<file path="config.mk">
export PLATFORM = sky130hd
export DESIGN_NAME = psi_top
export DESIGN_NICKNAME = d
export VERILOG_FILES = /design/src/hw/psi_pkg.sv /design/src/hw/psi_sat_cnt.sv /design/src/hw/psi_top.sv
export VERILOG_INCLUDE_DIRS = /design/src /design/src/hw
export SDC_FILE = /design/constraint.sdc
export NUM_CORES = 1
export LEC_CHECK = 0
export BUFFER_PORTS_ARGS = -buffer_cell sky130_fd_sc_hd__buf_4
export CORE_MARGIN = 2
export CORE_UTILIZATION = 50
export CTS_BUF_LIST = sky130_fd_sc_hd__clkbuf_8
export DETAILED_ROUTE_END_ITERATION = 10
export PLACE_DENSITY_LB_ADDON = 0.25
export SLEW_MARGIN = 20
export SYNTH_ARGS = -nofsm -noshare
export SYNTH_HDL_FRONTEND = slang
export SYNTH_SLANG_ARGS = --single-unit
</file>
<file path="constraint.sdc">
create_clock -name sys_clk -period 2.3 [get_ports sys_clk]
set_input_delay 0.345 -clock sys_clk [delete_from_list [all_inputs] [get_ports sys_clk]]
set_output_delay 0.345 -clock sys_clk [all_outputs]
set_load 0.005 [all_outputs]
</file>
<file path="src/hw/psi_cfg.svh">
// Purpose: offsets, field positions, reset values and counts of the status/irq unit
// Assumes: 5-bit management register addresses, 16-bit register data
// Notes: definitions only
`ifndef PSI_CFG_SVH
`define PSI_CFG_SVH

// register offsets
`define PSI_OFS_SUMMARY 5'h10
`define PSI_OFS_CONTROL 5'h11
`define PSI_OFS_STATUS 5'h12
`define PSI_OFS_FC_CNT 5'h14
`define PSI_OFS_RXE_CNT 5'h15

// summary field positions
`define PSI_SUM_LINK 0
`define PSI_SUM_SPEED10 1
`define PSI_SUM_DUPLEX 2
`define PSI_SUM_LOOPBACK 3
`define PSI_SUM_AN_DONE 4
`define PSI_SUM_JABBER 5
`define PSI_SUM_IRQ_PEND 7

// control field positions
`define PSI_CTL_OUT_SEL 0
`define PSI_CTL_GLOBAL_EN 1
`define PSI_CTL_TEST_FORCE 2
`define PSI_CTL_WIDTH 3

// event positions inside the 8-bit event vector, status bit = position + 8
`define PSI_EV_RXE_HALF 0
`define PSI_EV_FC_HALF 1
`define PSI_EV_AN_DONE 2
`define PSI_EV_DUPLEX 3
`define PSI_EV_SPEED 4
`define PSI_EV_LINK 5
`define PSI_EV_ENERGY 6
`define PSI_EV_LINK_QUAL 7
`define PSI_STATUS_LSB 8

// reset values
`define PSI_RST_CONTROL 3'h0
`define PSI_RST_EVENTS 8'h00
`define PSI_RST_WORD 16'h0000

// counter figures
`define PSI_CNT_MAX 8'hFF
`define PSI_CNT_ONE 8'h01
`define PSI_CNT_ZERO 8'h00

`endif

</file>
<file path="src/hw/psi_pkg.sv">
// Purpose: shared types of the status/irq unit
// Assumes: psi_cfg.svh supplies the numbers
// Notes: types only
package psi_pkg;
  typedef logic [15:0] psi_word_t;
  typedef logic [4:0] psi_addr_t;
  typedef logic [7:0] psi_evt_t;
  typedef logic [7:0] psi_cnt_t;
endpackage

</file>
<file path="src/hw/psi_sat_cnt.sv">
// Purpose: saturating event counter with clear-on-read and half-full event
// Assumes: inc and clr come from logic on sys_clk
// Notes: half_evt is a one-cycle pulse on the same edge as the msb goes high
`timescale 1ns/1ps
`include "psi_cfg.svh"
module psi_sat_cnt
  import psi_pkg::*;
#(
  parameter int WIDTH = 8
)
(
  // clock and reset
  input wire logic sys_clk,
  input wire logic arst_n,
  // control
  input wire logic inc,
  input wire logic clr,
  // results
  output logic [WIDTH-1:0] count,
  output logic half_evt
);

  logic [WIDTH-1:0] cnt_r;
  logic [WIDTH-1:0] cnt_nxt;
  logic half_r;
  logic half_nxt;
  wire at_max = &cnt_r;
  wire [WIDTH-1:0] cnt_inc = cnt_r + {{(WIDTH-1){1'b0}}, 1'b1};
  wire [WIDTH-1:0] cnt_one = {{(WIDTH-1){1'b0}}, 1'b1};

  // an increment in the clearing cycle is kept, so no event is lost
  assign cnt_nxt = clr ? (inc ? cnt_one : '0) :
                   (inc && !at_max) ? cnt_inc : cnt_r;
  // fires once, on the msb rising 0 to 1
  assign half_nxt = cnt_nxt[WIDTH-1] && !cnt_r[WIDTH-1];

  always_ff @(posedge sys_clk or negedge arst_n)
  begin
    if (!arst_n)
    begin
      cnt_r <= '0;
      half_r <= 1'b0;
    end
    else
    begin
      cnt_r <= cnt_nxt;
      half_r <= half_nxt;
    end
  end

  assign count = cnt_r;
  assign half_evt = half_r;

endmodule

</file>
<file path="src/hw/psi_top.sv">
// Purpose: status summary, event latching and interrupt pin logic of a 10/100 transceiver
// Assumes: register port driven by the management frame engine on sys_clk
// Notes: link status inputs come from same-clock logic; only the shared pin is synchronised
//   pin sense resumes two edges after the pin stops driving
`timescale 1ns/1ps
`include "psi_cfg.svh"
module psi_top
  import psi_pkg::*;
#(
  parameter int CNT_WIDTH = 8
)
(
  // clock and reset
  input wire logic sys_clk,
  input wire logic arst_n,
  // management register port
  input wire logic [4:0] reg_addr,
  input wire logic [15:0] reg_wdata,
  input wire logic reg_wr,
  input wire logic reg_rd,
  output logic [15:0] reg_rdata,
  output logic reg_rvalid,
  // line state from the transceiver core
  input wire logic link_up,
  input wire logic speed_10,
  input wire logic full_duplex,
  input wire logic jabber_seen,
  input wire logic loopback_on,
  input wire logic negotiation_done,
  input wire logic energy_present,
  input wire logic link_quality_evt,
  input wire logic false_carrier_evt,
  input wire logic rx_error_evt,
  // shared power-down / interrupt pin
  input wire logic powerdown_or_irq_pin_i,
  output logic powerdown_or_irq_pin_o,
  output logic powerdown_or_irq_pin_oe_n,
  // to power management
  output logic power_down_req
);

  // address match, used by read and write decode
  function automatic logic addr_is(input psi_addr_t a, input psi_addr_t ofs);
    addr_is = (a == ofs);
  endfunction

  // change detect, shared by the link, speed, duplex and energy events
  function automatic logic changed(input logic now_v, input logic was_v);
    changed = now_v ^ was_v;
  endfunction

  // control and status state
  logic [`PSI_CTL_WIDTH-1:0] ctl_r;
  logic [`PSI_CTL_WIDTH-1:0] ctl_nxt;
  psi_evt_t evt_en_r;
  psi_evt_t evt_en_nxt;
  psi_evt_t evt_st_r;
  psi_evt_t evt_st_nxt;
  psi_evt_t evt_now;

  // previous line state for change detection
  logic link_prev_r;
  logic speed_prev_r;
  logic duplex_prev_r;
  logic neg_prev_r;
  logic energy_prev_r;

  // read answer
  psi_word_t rdata_r;
  psi_word_t rdata_nxt;
  logic rvalid_r;

  // pin input synchroniser
  logic pin_meta_r;
  logic pin_sync_r;
  // recent output-select history; sense waits until our own level has left the flops
  logic [1:0] sel_hist_r;

  // interrupt output
  logic irq_r;
  logic irq_nxt;

  // counters
  psi_cnt_t fc_count;
  psi_cnt_t rxe_count;
  logic fc_half;
  logic rxe_half;

  // decode
  wire wr_ctl = reg_wr && addr_is(reg_addr, `PSI_OFS_CONTROL);
  wire wr_st = reg_wr && addr_is(reg_addr, `PSI_OFS_STATUS);
  wire rd_sum = reg_rd && addr_is(reg_addr, `PSI_OFS_SUMMARY);
  wire rd_ctl = reg_rd && addr_is(reg_addr, `PSI_OFS_CONTROL);
  wire rd_st = reg_rd && addr_is(reg_addr, `PSI_OFS_STATUS);
  wire rd_fc = reg_rd && addr_is(reg_addr, `PSI_OFS_FC_CNT);
  wire rd_rxe = reg_rd && addr_is(reg_addr, `PSI_OFS_RXE_CNT);

  // control fields
  wire out_sel = ctl_r[`PSI_CTL_OUT_SEL];
  wire global_en = ctl_r[`PSI_CTL_GLOBAL_EN];
  wire test_force = ctl_r[`PSI_CTL_TEST_FORCE];

  // counters live here so their half-full events feed the status bits
  psi_sat_cnt #(
    .WIDTH(CNT_WIDTH)
  ) u_fc_cnt (
    .sys_clk(sys_clk),
    .arst_n(arst_n),
    .inc(false_carrier_evt),
    .clr(rd_fc),
    .count(fc_count),
    .half_evt(fc_half)
  );

  psi_sat_cnt #(
    .WIDTH(CNT_WIDTH)
  ) u_rxe_cnt (
    .sys_clk(sys_clk),
    .arst_n(arst_n),
    .inc(rx_error_evt),
    .clr(rd_rxe),
    .count(rxe_count),
    .half_evt(rxe_half)
  );

  // events of this cycle, placed in status order
  always_comb
  begin
    evt_now = `PSI_RST_EVENTS;
    evt_now[`PSI_EV_LINK_QUAL] = link_quality_evt;
    evt_now[`PSI_EV_ENERGY] = changed(energy_present, energy_prev_r);
    evt_now[`PSI_EV_LINK] = changed(link_up, link_prev_r);
    evt_now[`PSI_EV_SPEED] = changed(speed_10, speed_prev_r);
    evt_now[`PSI_EV_DUPLEX] = changed(full_duplex, duplex_prev_r);
    evt_now[`PSI_EV_AN_DONE] = negotiation_done && !neg_prev_r;
    evt_now[`PSI_EV_FC_HALF] = fc_half;
    evt_now[`PSI_EV_RXE_HALF] = rxe_half;
  end

  // bits returned by a status read are dropped; events of the same cycle stay
  wire [7:0] st_read_clear = rd_st ? evt_st_r : `PSI_RST_EVENTS;
  // status latches regardless of enables; a new event beats the read clear
  assign evt_st_nxt = (evt_st_r & ~st_read_clear) | evt_now;

  // only the low byte of the status word is writable
  assign evt_en_nxt = wr_st ? reg_wdata[7:0] : evt_en_r;

  // upper control bits are dropped on write
  assign ctl_nxt = wr_ctl ? reg_wdata[`PSI_CTL_WIDTH-1:0] : ctl_r;

  // enabled pending events, gated by the global enable
  wire evt_pending = global_en && |(evt_st_r & evt_en_r);
  wire irq_pending = evt_pending || test_force;

  // next-state values keep the flop equal to the summary pending flag;
  // the read that clears status also drops the request on the same edge
  wire next_global_en = ctl_nxt[`PSI_CTL_GLOBAL_EN];
  wire next_evt_any = |(evt_st_nxt & evt_en_nxt);
  wire evt_after = next_global_en && next_evt_any;
  assign irq_nxt = evt_after || ctl_nxt[`PSI_CTL_TEST_FORCE];

  // summary word, no read side effects
  wire [15:0] summary_word = {
    8'h00,
    irq_pending,
    1'b0,
    jabber_seen && speed_10,
    negotiation_done,
    loopback_on,
    full_duplex,
    speed_10,
    link_up
  };

  wire [15:0] ctl_word = {13'h0000, ctl_r};
  wire [15:0] st_word = {evt_st_r, evt_en_r};
  wire [15:0] fc_word = {8'h00, fc_count};
  wire [15:0] rxe_word = {8'h00, rxe_count};

  // read mux, unmapped addresses answer zero
  assign rdata_nxt = rd_sum ? summary_word :
                     rd_ctl ? ctl_word :
                     rd_st ? st_word :
                     rd_fc ? fc_word :
                     rd_rxe ? rxe_word :
                     reg_rd ? `PSI_RST_WORD : rdata_r;

  // register file
  always_ff @(posedge sys_clk or negedge arst_n)
  begin
    if (!arst_n)
    begin
      ctl_r <= `PSI_RST_CONTROL;
      evt_en_r <= `PSI_RST_EVENTS;
      evt_st_r <= `PSI_RST_EVENTS;
    end
    else
    begin
      ctl_r <= ctl_nxt;
      evt_en_r <= evt_en_nxt;
      evt_st_r <= evt_st_nxt;
    end
  end

  // line state history; reset to idle so a live link at release reports a change
  always_ff @(posedge sys_clk or negedge arst_n)
  begin
    if (!arst_n)
    begin
      link_prev_r <= 1'b0;
      speed_prev_r <= 1'b0;
      duplex_prev_r <= 1'b0;
      neg_prev_r <= 1'b0;
      energy_prev_r <= 1'b0;
    end
    else
    begin
      link_prev_r <= link_up;
      speed_prev_r <= speed_10;
      duplex_prev_r <= full_duplex;
      neg_prev_r <= negotiation_done;
      energy_prev_r <= energy_present;
    end
  end

  // read answer one edge after the strobe
  always_ff @(posedge sys_clk or negedge arst_n)
  begin
    if (!arst_n)
    begin
      rdata_r <= `PSI_RST_WORD;
      rvalid_r <= 1'b0;
    end
    else
    begin
      rdata_r <= rdata_nxt;
      rvalid_r <= reg_rd;
    end
  end

  // pin comes from off chip; two flops before use
  always_ff @(posedge sys_clk or negedge arst_n)
  begin
    if (!arst_n)
    begin
      pin_meta_r <= 1'b1;
      pin_sync_r <= 1'b1;
      sel_hist_r <= 2'b00;
    end
    else
    begin
      pin_meta_r <= powerdown_or_irq_pin_i;
      pin_sync_r <= pin_meta_r;
      sel_hist_r <= {sel_hist_r[0], out_sel};
    end
  end

  // interrupt request flop keeps the pin glitch free
  always_ff @(posedge sys_clk or negedge arst_n)
  begin
    if (!arst_n)
    begin
      irq_r <= 1'b0;
    end
    else
    begin
      irq_r <= irq_nxt;
    end
  end

  // pin is active low when driven; input sense stops while it drives
  assign powerdown_or_irq_pin_oe_n = !out_sel;
  assign powerdown_or_irq_pin_o = !irq_r;
  // a low still held in the flops from our own interrupt must not read as a request;
  // costs two cycles of latency after the pin turns back into an input
  wire sense_armed = !out_sel && !sel_hist_r[0] && !sel_hist_r[1];
  assign power_down_req = sense_armed && !pin_sync_r;

  assign reg_rdata = rdata_r;
  assign reg_rvalid = rvalid_r;

endmodule

</file>
# --- Word level (Yosys, flattened, before mapping) ---
# Cells that the tools add are included.
word_totals:
  register_bits: 64
  out_inout_bits: 20
  word_cells: 89
op_classes:
  addsub: 2
  n_eq_ne: 5
  muxes: 15
  n_bitwise: 9
  reduce_logical: 37
ops:
  columns: ["cell", "count"]
  rows:
  - ["2-to-1 mux 16 bit", 6]
  - ["2-to-1 mux 8 bit", 6]
  - ["equality test 5 bit (second input constant)", 5]
  - ["AND 8 bit", 3]
  - ["logical AND 1 bit", 18]
  - ["adder 8 x 1 -> 8 bit (second input constant)", 2]
  - ["AND reduction 8 bit", 2]
  - ["OR reduction 8 bit", 2]
  - ["logical NOT 1 bit", 10]
  - ["inverter 8 bit", 1]
  - ["bitwise OR 8 bit", 1]
  - ["nonzero test 6 bit", 1]
  - ["nonzero test 2 bit", 2]
  - ["XOR 1 bit", 4]
  - ["2-to-1 mux 3 bit", 1]
  - ["logical OR 1 bit", 2]
  - ["2-to-1 mux 1 bit", 2]

# --- Depth between registers and ports, before layout ---
# Gate-level depths: netlist of run 1.
depth:
  word_depth: 10
  mapped_depth: 8

# --- Cells and area by module ---
# A second synthesis of run 1 with hierarchy kept.
unflattened:
  cells_unflattened: 260
  hier_area_um2: 3036.7
modules_own_cells:
  columns: ["module", "instances", "cells_per_inst", "area_each_um2"]
  rows:
  - ["psi_top", 1, 162, 1968.1]
  - ["psi_sat_cnt", 2, 49, 534.3]

# --- Least setup slack after synthesis of run 1 ---
# OpenSTA, ideal clock, no wires.
synth_timing:
  path_type: "input to register"
  startpoint: "input port reg_addr[0]"
  endpoint: "register irq_r"
  arrival_time_ns: 2.060
  t_required_ns: 2.174
  setup_slack_ns: 0.113
  cell_stages: 8
  path_buffers: 2
  cell_sequence: "buf_6 -> nand4bb_4 -> or3b_1 -> buf_6 -> mux2_4 -> a22o_1 -> o41ai_2 -> nand2b_1"
synth_between:
  word_cells_on_any_way: 15
  classes_between: "2 x eq/ne; 3 x mux; 4 x bitwise; 6 x reduce/logical"
synth_lines:
  columns: ["element", "line", "rtl"]
  rows:
  - ["start: declaration", "psi_top.sv:17", "input wire logic [4:0] reg_addr,"]
  - ["equality test 5 bit", "psi_top.sv:44", "addr_is = (a == ofs);"]
  - ["logical AND 1 bit", "psi_top.sv:91", "wire wr_st = reg_wr && addr_is(reg_addr, `PSI_OFS_STATUS);"]
  - ["2-to-1 mux 8 bit", "psi_top.sv:146", "assign evt_en_nxt = wr_st ? reg_wdata[7:0] : evt_en_r;"]
  - ["net evt_en_nxt[6]", "psi_top.sv:56", "psi_evt_t evt_en_nxt;"]
  - ["AND 8 bit", "psi_top.sv:158", "wire next_evt_any = |(evt_st_nxt & evt_en_nxt);"]
  - ["OR reduction 8 bit", "psi_top.sv:158", null]
  - ["logical AND 1 bit", "psi_top.sv:159", "wire evt_after = next_global_en && next_evt_any;"]
  - ["logical OR 1 bit", "psi_top.sv:160", "assign irq_nxt = evt_after || ctl_nxt[`PSI_CTL_TEST_FORCE];"]
  - ["net irq_nxt", "psi_top.sv:81", "logic irq_nxt;"]
  - ["end signal: assignment", "psi_top.sv:267", "irq_r <= irq_nxt;"]
  - ["end: declaration", "psi_top.sv:80", "logic irq_r;"]
# The timed path passes the listed nets, and every way through them passes these cells.
# A chain may end at the register's enable or synchronous reset.

# --- Worst setup path in the final report of run 1 ---
layout_timing:
  startpoint: "input port reg_addr[3]"
  endpoint: "register irq_r"
# The elaborated chain is that of the path after synthesis.

==> results of run 1 <==
per-layer routing:
layer	track usage (%)	up-vias	part of all wire, %
li1	-	994	-
met1	25.15	1006	42
met2	35.04	54	51
met3	7.701	7	6.0
met4	6.667	0	1.2
met5	0	-	0
cell usage after synthesis, types with 2 or more instances:
cell type,n
xnor2_1,4
nor2_1,14
nor3_1,4
dfrtp_1,62
nand2_1,26
nand3_1,10
a21o_1,7
nor3b_1,2
nor4_1,2
mux2_2,5
o21ai_0,11
xor2_1,9
or3_1,5
a22oi_1,6
nand4_1,2
a22o_1,11
buf_6,2
clkbuf_1,7
nand3b_1,2
inv_1,9
ha_1,2
dfstp_2,2
mux2_4,3
mux2i_1,4
a221o_1,2
a21oi_1,7
a222oi_1,7
a41oi_1,2
cell type report:
class	instances	share of cell area, %
Sequential cell	64	46.42
Inverter	10	1.086
Clock inverter	6	2.390
Tap cell	72	2.607
Clock buffer	10	3.983
Timing Repair Buffer	55	11.95
Multi-Input combinational cell	158	31.57
critical path, delay by kind of cell:
kind / cells / cell delay [ps]
AOI/OAI and AO/OA: 2 / 560
buffers and inverters: 2 / 290
and+or+nand+nor: 3 / 670
muxes: 1 / 310
registers in the layout (all words and copies together) (netlist names), 2 cells and up:
| signal | count |
|---|---|
| reg_rdata | 16 |
| ctl_r | 3 |
| evt_en_r | 8 |
| u_fc_cnt.count | 8 |
| u_rxe_cnt.count | 8 |
| sel_hist_r | 2 |
| evt_st_r | 8 |
per-stage QoR:
step           cell area, um2  cells
2_1_floorplan            2781    241
3_3_place_gp             3236    359
3_5_place_dp             3236    359
4_1_cts                  3456    375
5_1_grt                  3456    375
6_report                 3456    375
worst min path at each step:
stage / to / cells after the start / slack, ps / start
after floorplan: ctl_r[0] / 0 / 50 / arst_n
after global routing: pin_meta_r / 1 / 100 / powerdown_or_irq_pin_i
final: sel_hist_r[1] / 1 / 80 / arst_n
after CTS: pin_meta_r / 1 / 100 / powerdown_or_irq_pin_i
after global placement: pin_sync_r / 0 / 350 / pin_meta_r
after detailed placement: pin_sync_r / 0 / 350 / pin_meta_r
kinds of logic (layout without fill, tap and decap cells):
logic type               count (synthesis)  after routing  synth area share [%]
AO/OA/AOI/OAI                           57             57                 15.47
XOR/XNOR                                13             13                 4.094
adder cells (fa/ha/maj)                  2              2                0.8995
buffers and inverters                   19             81                 3.104
flip-flops                              64             64                 57.67
multiplexers                            12             12                 5.083
AND/OR/NAND/NOR                         74             74                 13.68
power by group:
part,switching [mW],total (mW),leakage [nW],internal (mW)
logic,0.205,0.431,0.751,0.226
clock network,0.421,1.06,0.112,0.634
registers,0.174,1.46,0.800,1.28
total,0.801,2.94,1.66,2.14
==> impl_results.md, run 1 <==
- Status: complete, no violations
- Slowest-stage cell, CP: or3b_1
- Crit path max fanout: 8
- Starting Density: 51.14%
- Relative slew slack: 48.63%
- Worst path most repeated cell: buf_4
- Filler cells: 442
- Die H: 78.59 um
- Most common cell after layout, fill and taps aside: dfrtp_1
- PwrDens: 851.4 nW/um2
- Max-cap viol count: 0
- Final nets: 336
- Number of synthesized flops with an enable pin: 0
- Synth top area cells: dfrtp_1 56%, nand2_1 3.5%, a22o_1 3.5%, xor2_1 2.8%, a222oi_1 2.5%
- Power consumption: 2.942 mW
- Number of remaining DRC errors: 0
- Number of port buffers: 47
- Pre-CTS setup slack: -14.30 ps
- Crit. End Element: register
- Crit-path max cell delay: 380 ps
- Worst Setup EP: irq_r
- Syn Area/Cell: 11.54 um2
- R2R Setup Slk: 400 ps
- WL final: 5.935 mm
- Initial antenna violation count: 0
- 1st-pass router iterations: 6
- Hold WS: 82.48 ps
- Crit path launch type: primary input
- Share of cells above drive strength 1: 27.39%
- I/O pin total: 56
- Cell taking the most area after synthesis: dfrtp_1
- Full die area: 6176 um2
- Primary FF master, synth: dfrtp_1
- Critical path class: in -> reg
- Worst-Skew Late Latency: 330 ps
- Final min period: 1961 ps
- Post-synthesis sequential area ratio: 57.67%
- Fin util: 63.54%
- Worst-path clk slew: 70 ps
- Vias in the first global route: 2038
- Final WS setup: 338.7 ps
- Syn_nets: 279
- Die X: 78.59 um
- P&R area growth vs syn: 24.25%
- GRT Resource Usage Total: 20.95%
- DRT antenna net count: 0
- R2R Path End: u_fc_cnt.count[5]
- Num CTS Buffers: 9
- Storage element area: 1604 um2
- Final slew viol count: 0
- Post-synth top area share: 55.78%
- Overflow after GRT: 0
- Max Freq: 509.9 MHz
- Largest net degree at the start of global routing: 65
- Fin. Hold Viols: 0
- Netlist Area Pre-Place: 2781 um2
- Measured slew at the worst slew-check pin: 770.5 ps
- Synth Instances: 241
- Critical Path AT: 2180 ps
- P_leak: 1.663 nW
- Initial DRC Count: 123
- WL/cell: 15.83 um
- CTS tree: built
- GP Congestion: 0.9008
- Cell variety after synth: 40
- Area of the multi-input gates: 1091 um2
- Worst r2r src: u_fc_cnt.count[3]
- Clk sinks: 64
- Flop and latch count out of synthesis: 64
- Worst Skew: 5.032 ps
- Core area: 5439 um2
- Synth warnings: 0
- Worst hold path class: in -> async
- Peak supply drop: 0.6133 mV
- Final setup TNS: 0 ps
- Setup crit start: reg_addr[3]
- CTS max path bufs: 2
- Ys async rst share: 100.0%
- Via Count: 2061
- Vias per cell: 5.496
- Critical path, cell by cell: buf_4 -> nand4bb_4 -> or3b_1 -> buf_4 -> mux2_4 -> a22o_1 -> o41ai_2 -> nand2b_1
- Fin crit share: 85.27%
- Hold_buf cts: 0
- Clock Tree Root: clkbuf_8
- Worst Path Required: 2520 ps
- H-tree levels: 3
- Cell row count: 27
- Postcts setup bufs: 0
- Final HPWL DP: 4.361 mm
- Unrepaired setup endpoints after global routing: no
- Endpoints failing setup: 0
- First-pass GRT wire length: 9.632 mm
- Cells on worst reg2reg path: 5
- Post-CTS resize count: 0
- Commonest non-fill, non-tap cells in the layout: 62 x dfrtp_1, 55 x buf_4, 26 x nand2_1
- Ant. Diodes: 0
Note: power is estimated with default switching activity, not from simulation.
==> run 2, diff against run 1 <==
- BUFFER_PORTS_ARGS: -buffer_cell sky130_fd_sc_hd__buf_4 -> -buffer_cell sky130_fd_sc_hd__buf_2
==> run 2 against run 1 <==
Total power grew 4.7%. First-iteration DRC count grew 15%. Final area shrank 1.7%. Largest power group unchanged. Highest routed layer unchanged. Cell count grew 0.53%. Register-to-register slack lost 30 ps.
==> impl_results.md, run 2 (synthesized netlist as in run 1, its figures left out) <==
- Post-CTS resize count: 0
- R2R Path End: u_fc_cnt.count[5]
- Clk sinks: 64
- Crit path launch type: primary input
- Max reg flops: 16
- Vias in the first global route: 2108
- Critical path class: in -> reg
- Worst Skew: 6.839 ps
- Measured slew at the worst slew-check pin: 738.5 ps
- Final non-filler cell total: 377
- Final nets: 338
- Number of remaining DRC errors: 0
- Core area: 5439 um2
- Placed cell area: 3146 um2
- Status: complete, no violations
- Final HPWL DP: 4.534 mm
- CTS max path bufs: 2
- Slowest-stage cell, CP: or3b_1
- Crit-path max cell delay: 380 ps
- Max Freq: 516.0 MHz
- Num CTS Buffers: 9
- H-tree levels: 3
- Vias per cell: 5.629
- Die X: 78.59 um
- Endpoints failing setup: 0
- Clock Tree Root: clkbuf_8
- Overflow after GRT: 0
- Share of cells above drive strength 1: 27.87%
- Die H: 78.59 um
- Worst Path Required: 2530 ps
- GP Congestion: 0.8915
- Crit. End Element: register
- Cell row count: 27
- Worst r2r src: u_fc_cnt.count[2]
- Final slew viol count: 0
- Max-cap viol count: 0
- Critical Path AT: 2170 ps
- PwrDens: 906.1 nW/um2
- Initial DRC Count: 142
- Largest net degree at the start of global routing: 34
- Postcts setup bufs: 0
- Peak supply drop: 0.6434 mV
- Ant. Diodes: 0
- P_leak: 1.664 nW
- First-pass GRT wire length: 10.47 mm
- Final min period: 1938 ps
- Cells after DPL: 361
- DRT antenna net count: 0
- Unrepaired setup endpoints after global routing: no
- Starting Density: 51.14%
- Design Area, Final: 3398 um2
- Worst-path clk slew: 70 ps
- Initial antenna violation count: 0
- WL final: 6.241 mm
- 1st-pass router iterations: 5
- Worst-Skew Late Latency: 350 ps
- I/O pin total: 56
- Final setup TNS: 0 ps
- Via Count: 2122
- Worst hold path class: in -> async
- Crit path max fanout: 8
- Full die area: 6176 um2
- Critical path, cell by cell: buf_2 -> nand4bb_4 -> or3b_1 -> buf_4 -> mux2_4 -> a22o_1 -> o41ai_2 -> nand2b_1
- Relative slew slack: 50.77%
- Fin. Hold Viols: 0
- R2R Setup Slk: 370 ps
- Most common cell after layout, fill and taps aside: dfrtp_1
- Commonest non-fill, non-tap cells in the layout: 62 x dfrtp_1, 47 x buf_2, 26 x nand2_1
- Number of port buffers: 47
- P&R area growth vs syn: 22.18%
- Fin crit share: 84.26%
- GRT Resource Usage Total: 22.87%
- CTS tree: built
- Cells on worst reg2reg path: 5
- WL/cell: 16.55 um
- Hold_buf cts: 0
## run 2: final cells by class
type                            instances  area (um2)
Timing Repair Buffer                   57       322.8
Tap cell                               72       90.09
Sequential cell                        64        1604
Multi-Input combinational cell        158        1091
Inverter                               10       37.54
Clock buffer                           10       137.6
Fill cell                             462        2041
Clock inverter                          6       115.1
## run 2: critical path, delay by kind of cell
kind | cells | cell delay (ps)
buffers and inverters | 2 | 290
AO/OA/AOI/OAI | 2 | 550
AND/OR/NAND/NOR | 3 | 670
multiplexers | 1 | 310
## run 2: per-stage QoR
| stage | utilization (%) | setup slack, ps | power [mW] | hold WS, ps |
|---|---|---|---|---|
| floorplan | - | 113.4 | 1.704 | 49.41 |
| global placement | 57.83 | -2.960 | 1.877 | 345.8 |
| detailed placement | 57.83 | -14.69 | 1.893 | 356.1 |
| CTS | 62.48 | 359.7 | 3.111 | 69.74 |
| global route | 62.48 | 240.8 | 3.237 | 84.14 |
| finish | 62.48 | 362.1 | 3.079 | 57.35 |
## run 2: where the power goes
part / internal [mW] / switching (mW)
Combinational: 0.206 / 0.206
Sequential: 1.28 / 0.179
Clock: 0.755 / 0.451
## run 2: how the worst max path moves through the flow
stage,from,to,slack [ps],cells past startpoint
4_1_cts,reg_addr[3],irq_r,360,8
5_1_grt,reg_addr[3],irq_r,240,8
2_1_floorplan,reg_addr[0],irq_r,110,8
3_5_place_dp,reg_addr[3],irq_r,-10,8
6_report,reg_addr[3],irq_r,360,8
3_3_place_gp,reg_addr[3],irq_r,-3,8
## run 2: per-layer routing
| layer | global-route usage, % | wire [um] | vias to the layer above |
|---|---|---|---|
| met5 | 0 | 0 | - |
| met4 | 10.53 | 133 | 0 |
| met3 | 6.092 | 341 | 11 |
| met2 | 38.03 | 3135 | 49 |
| met1 | 27.80 | 2629 | 1062 |
| li1 | - | - | 1000 |
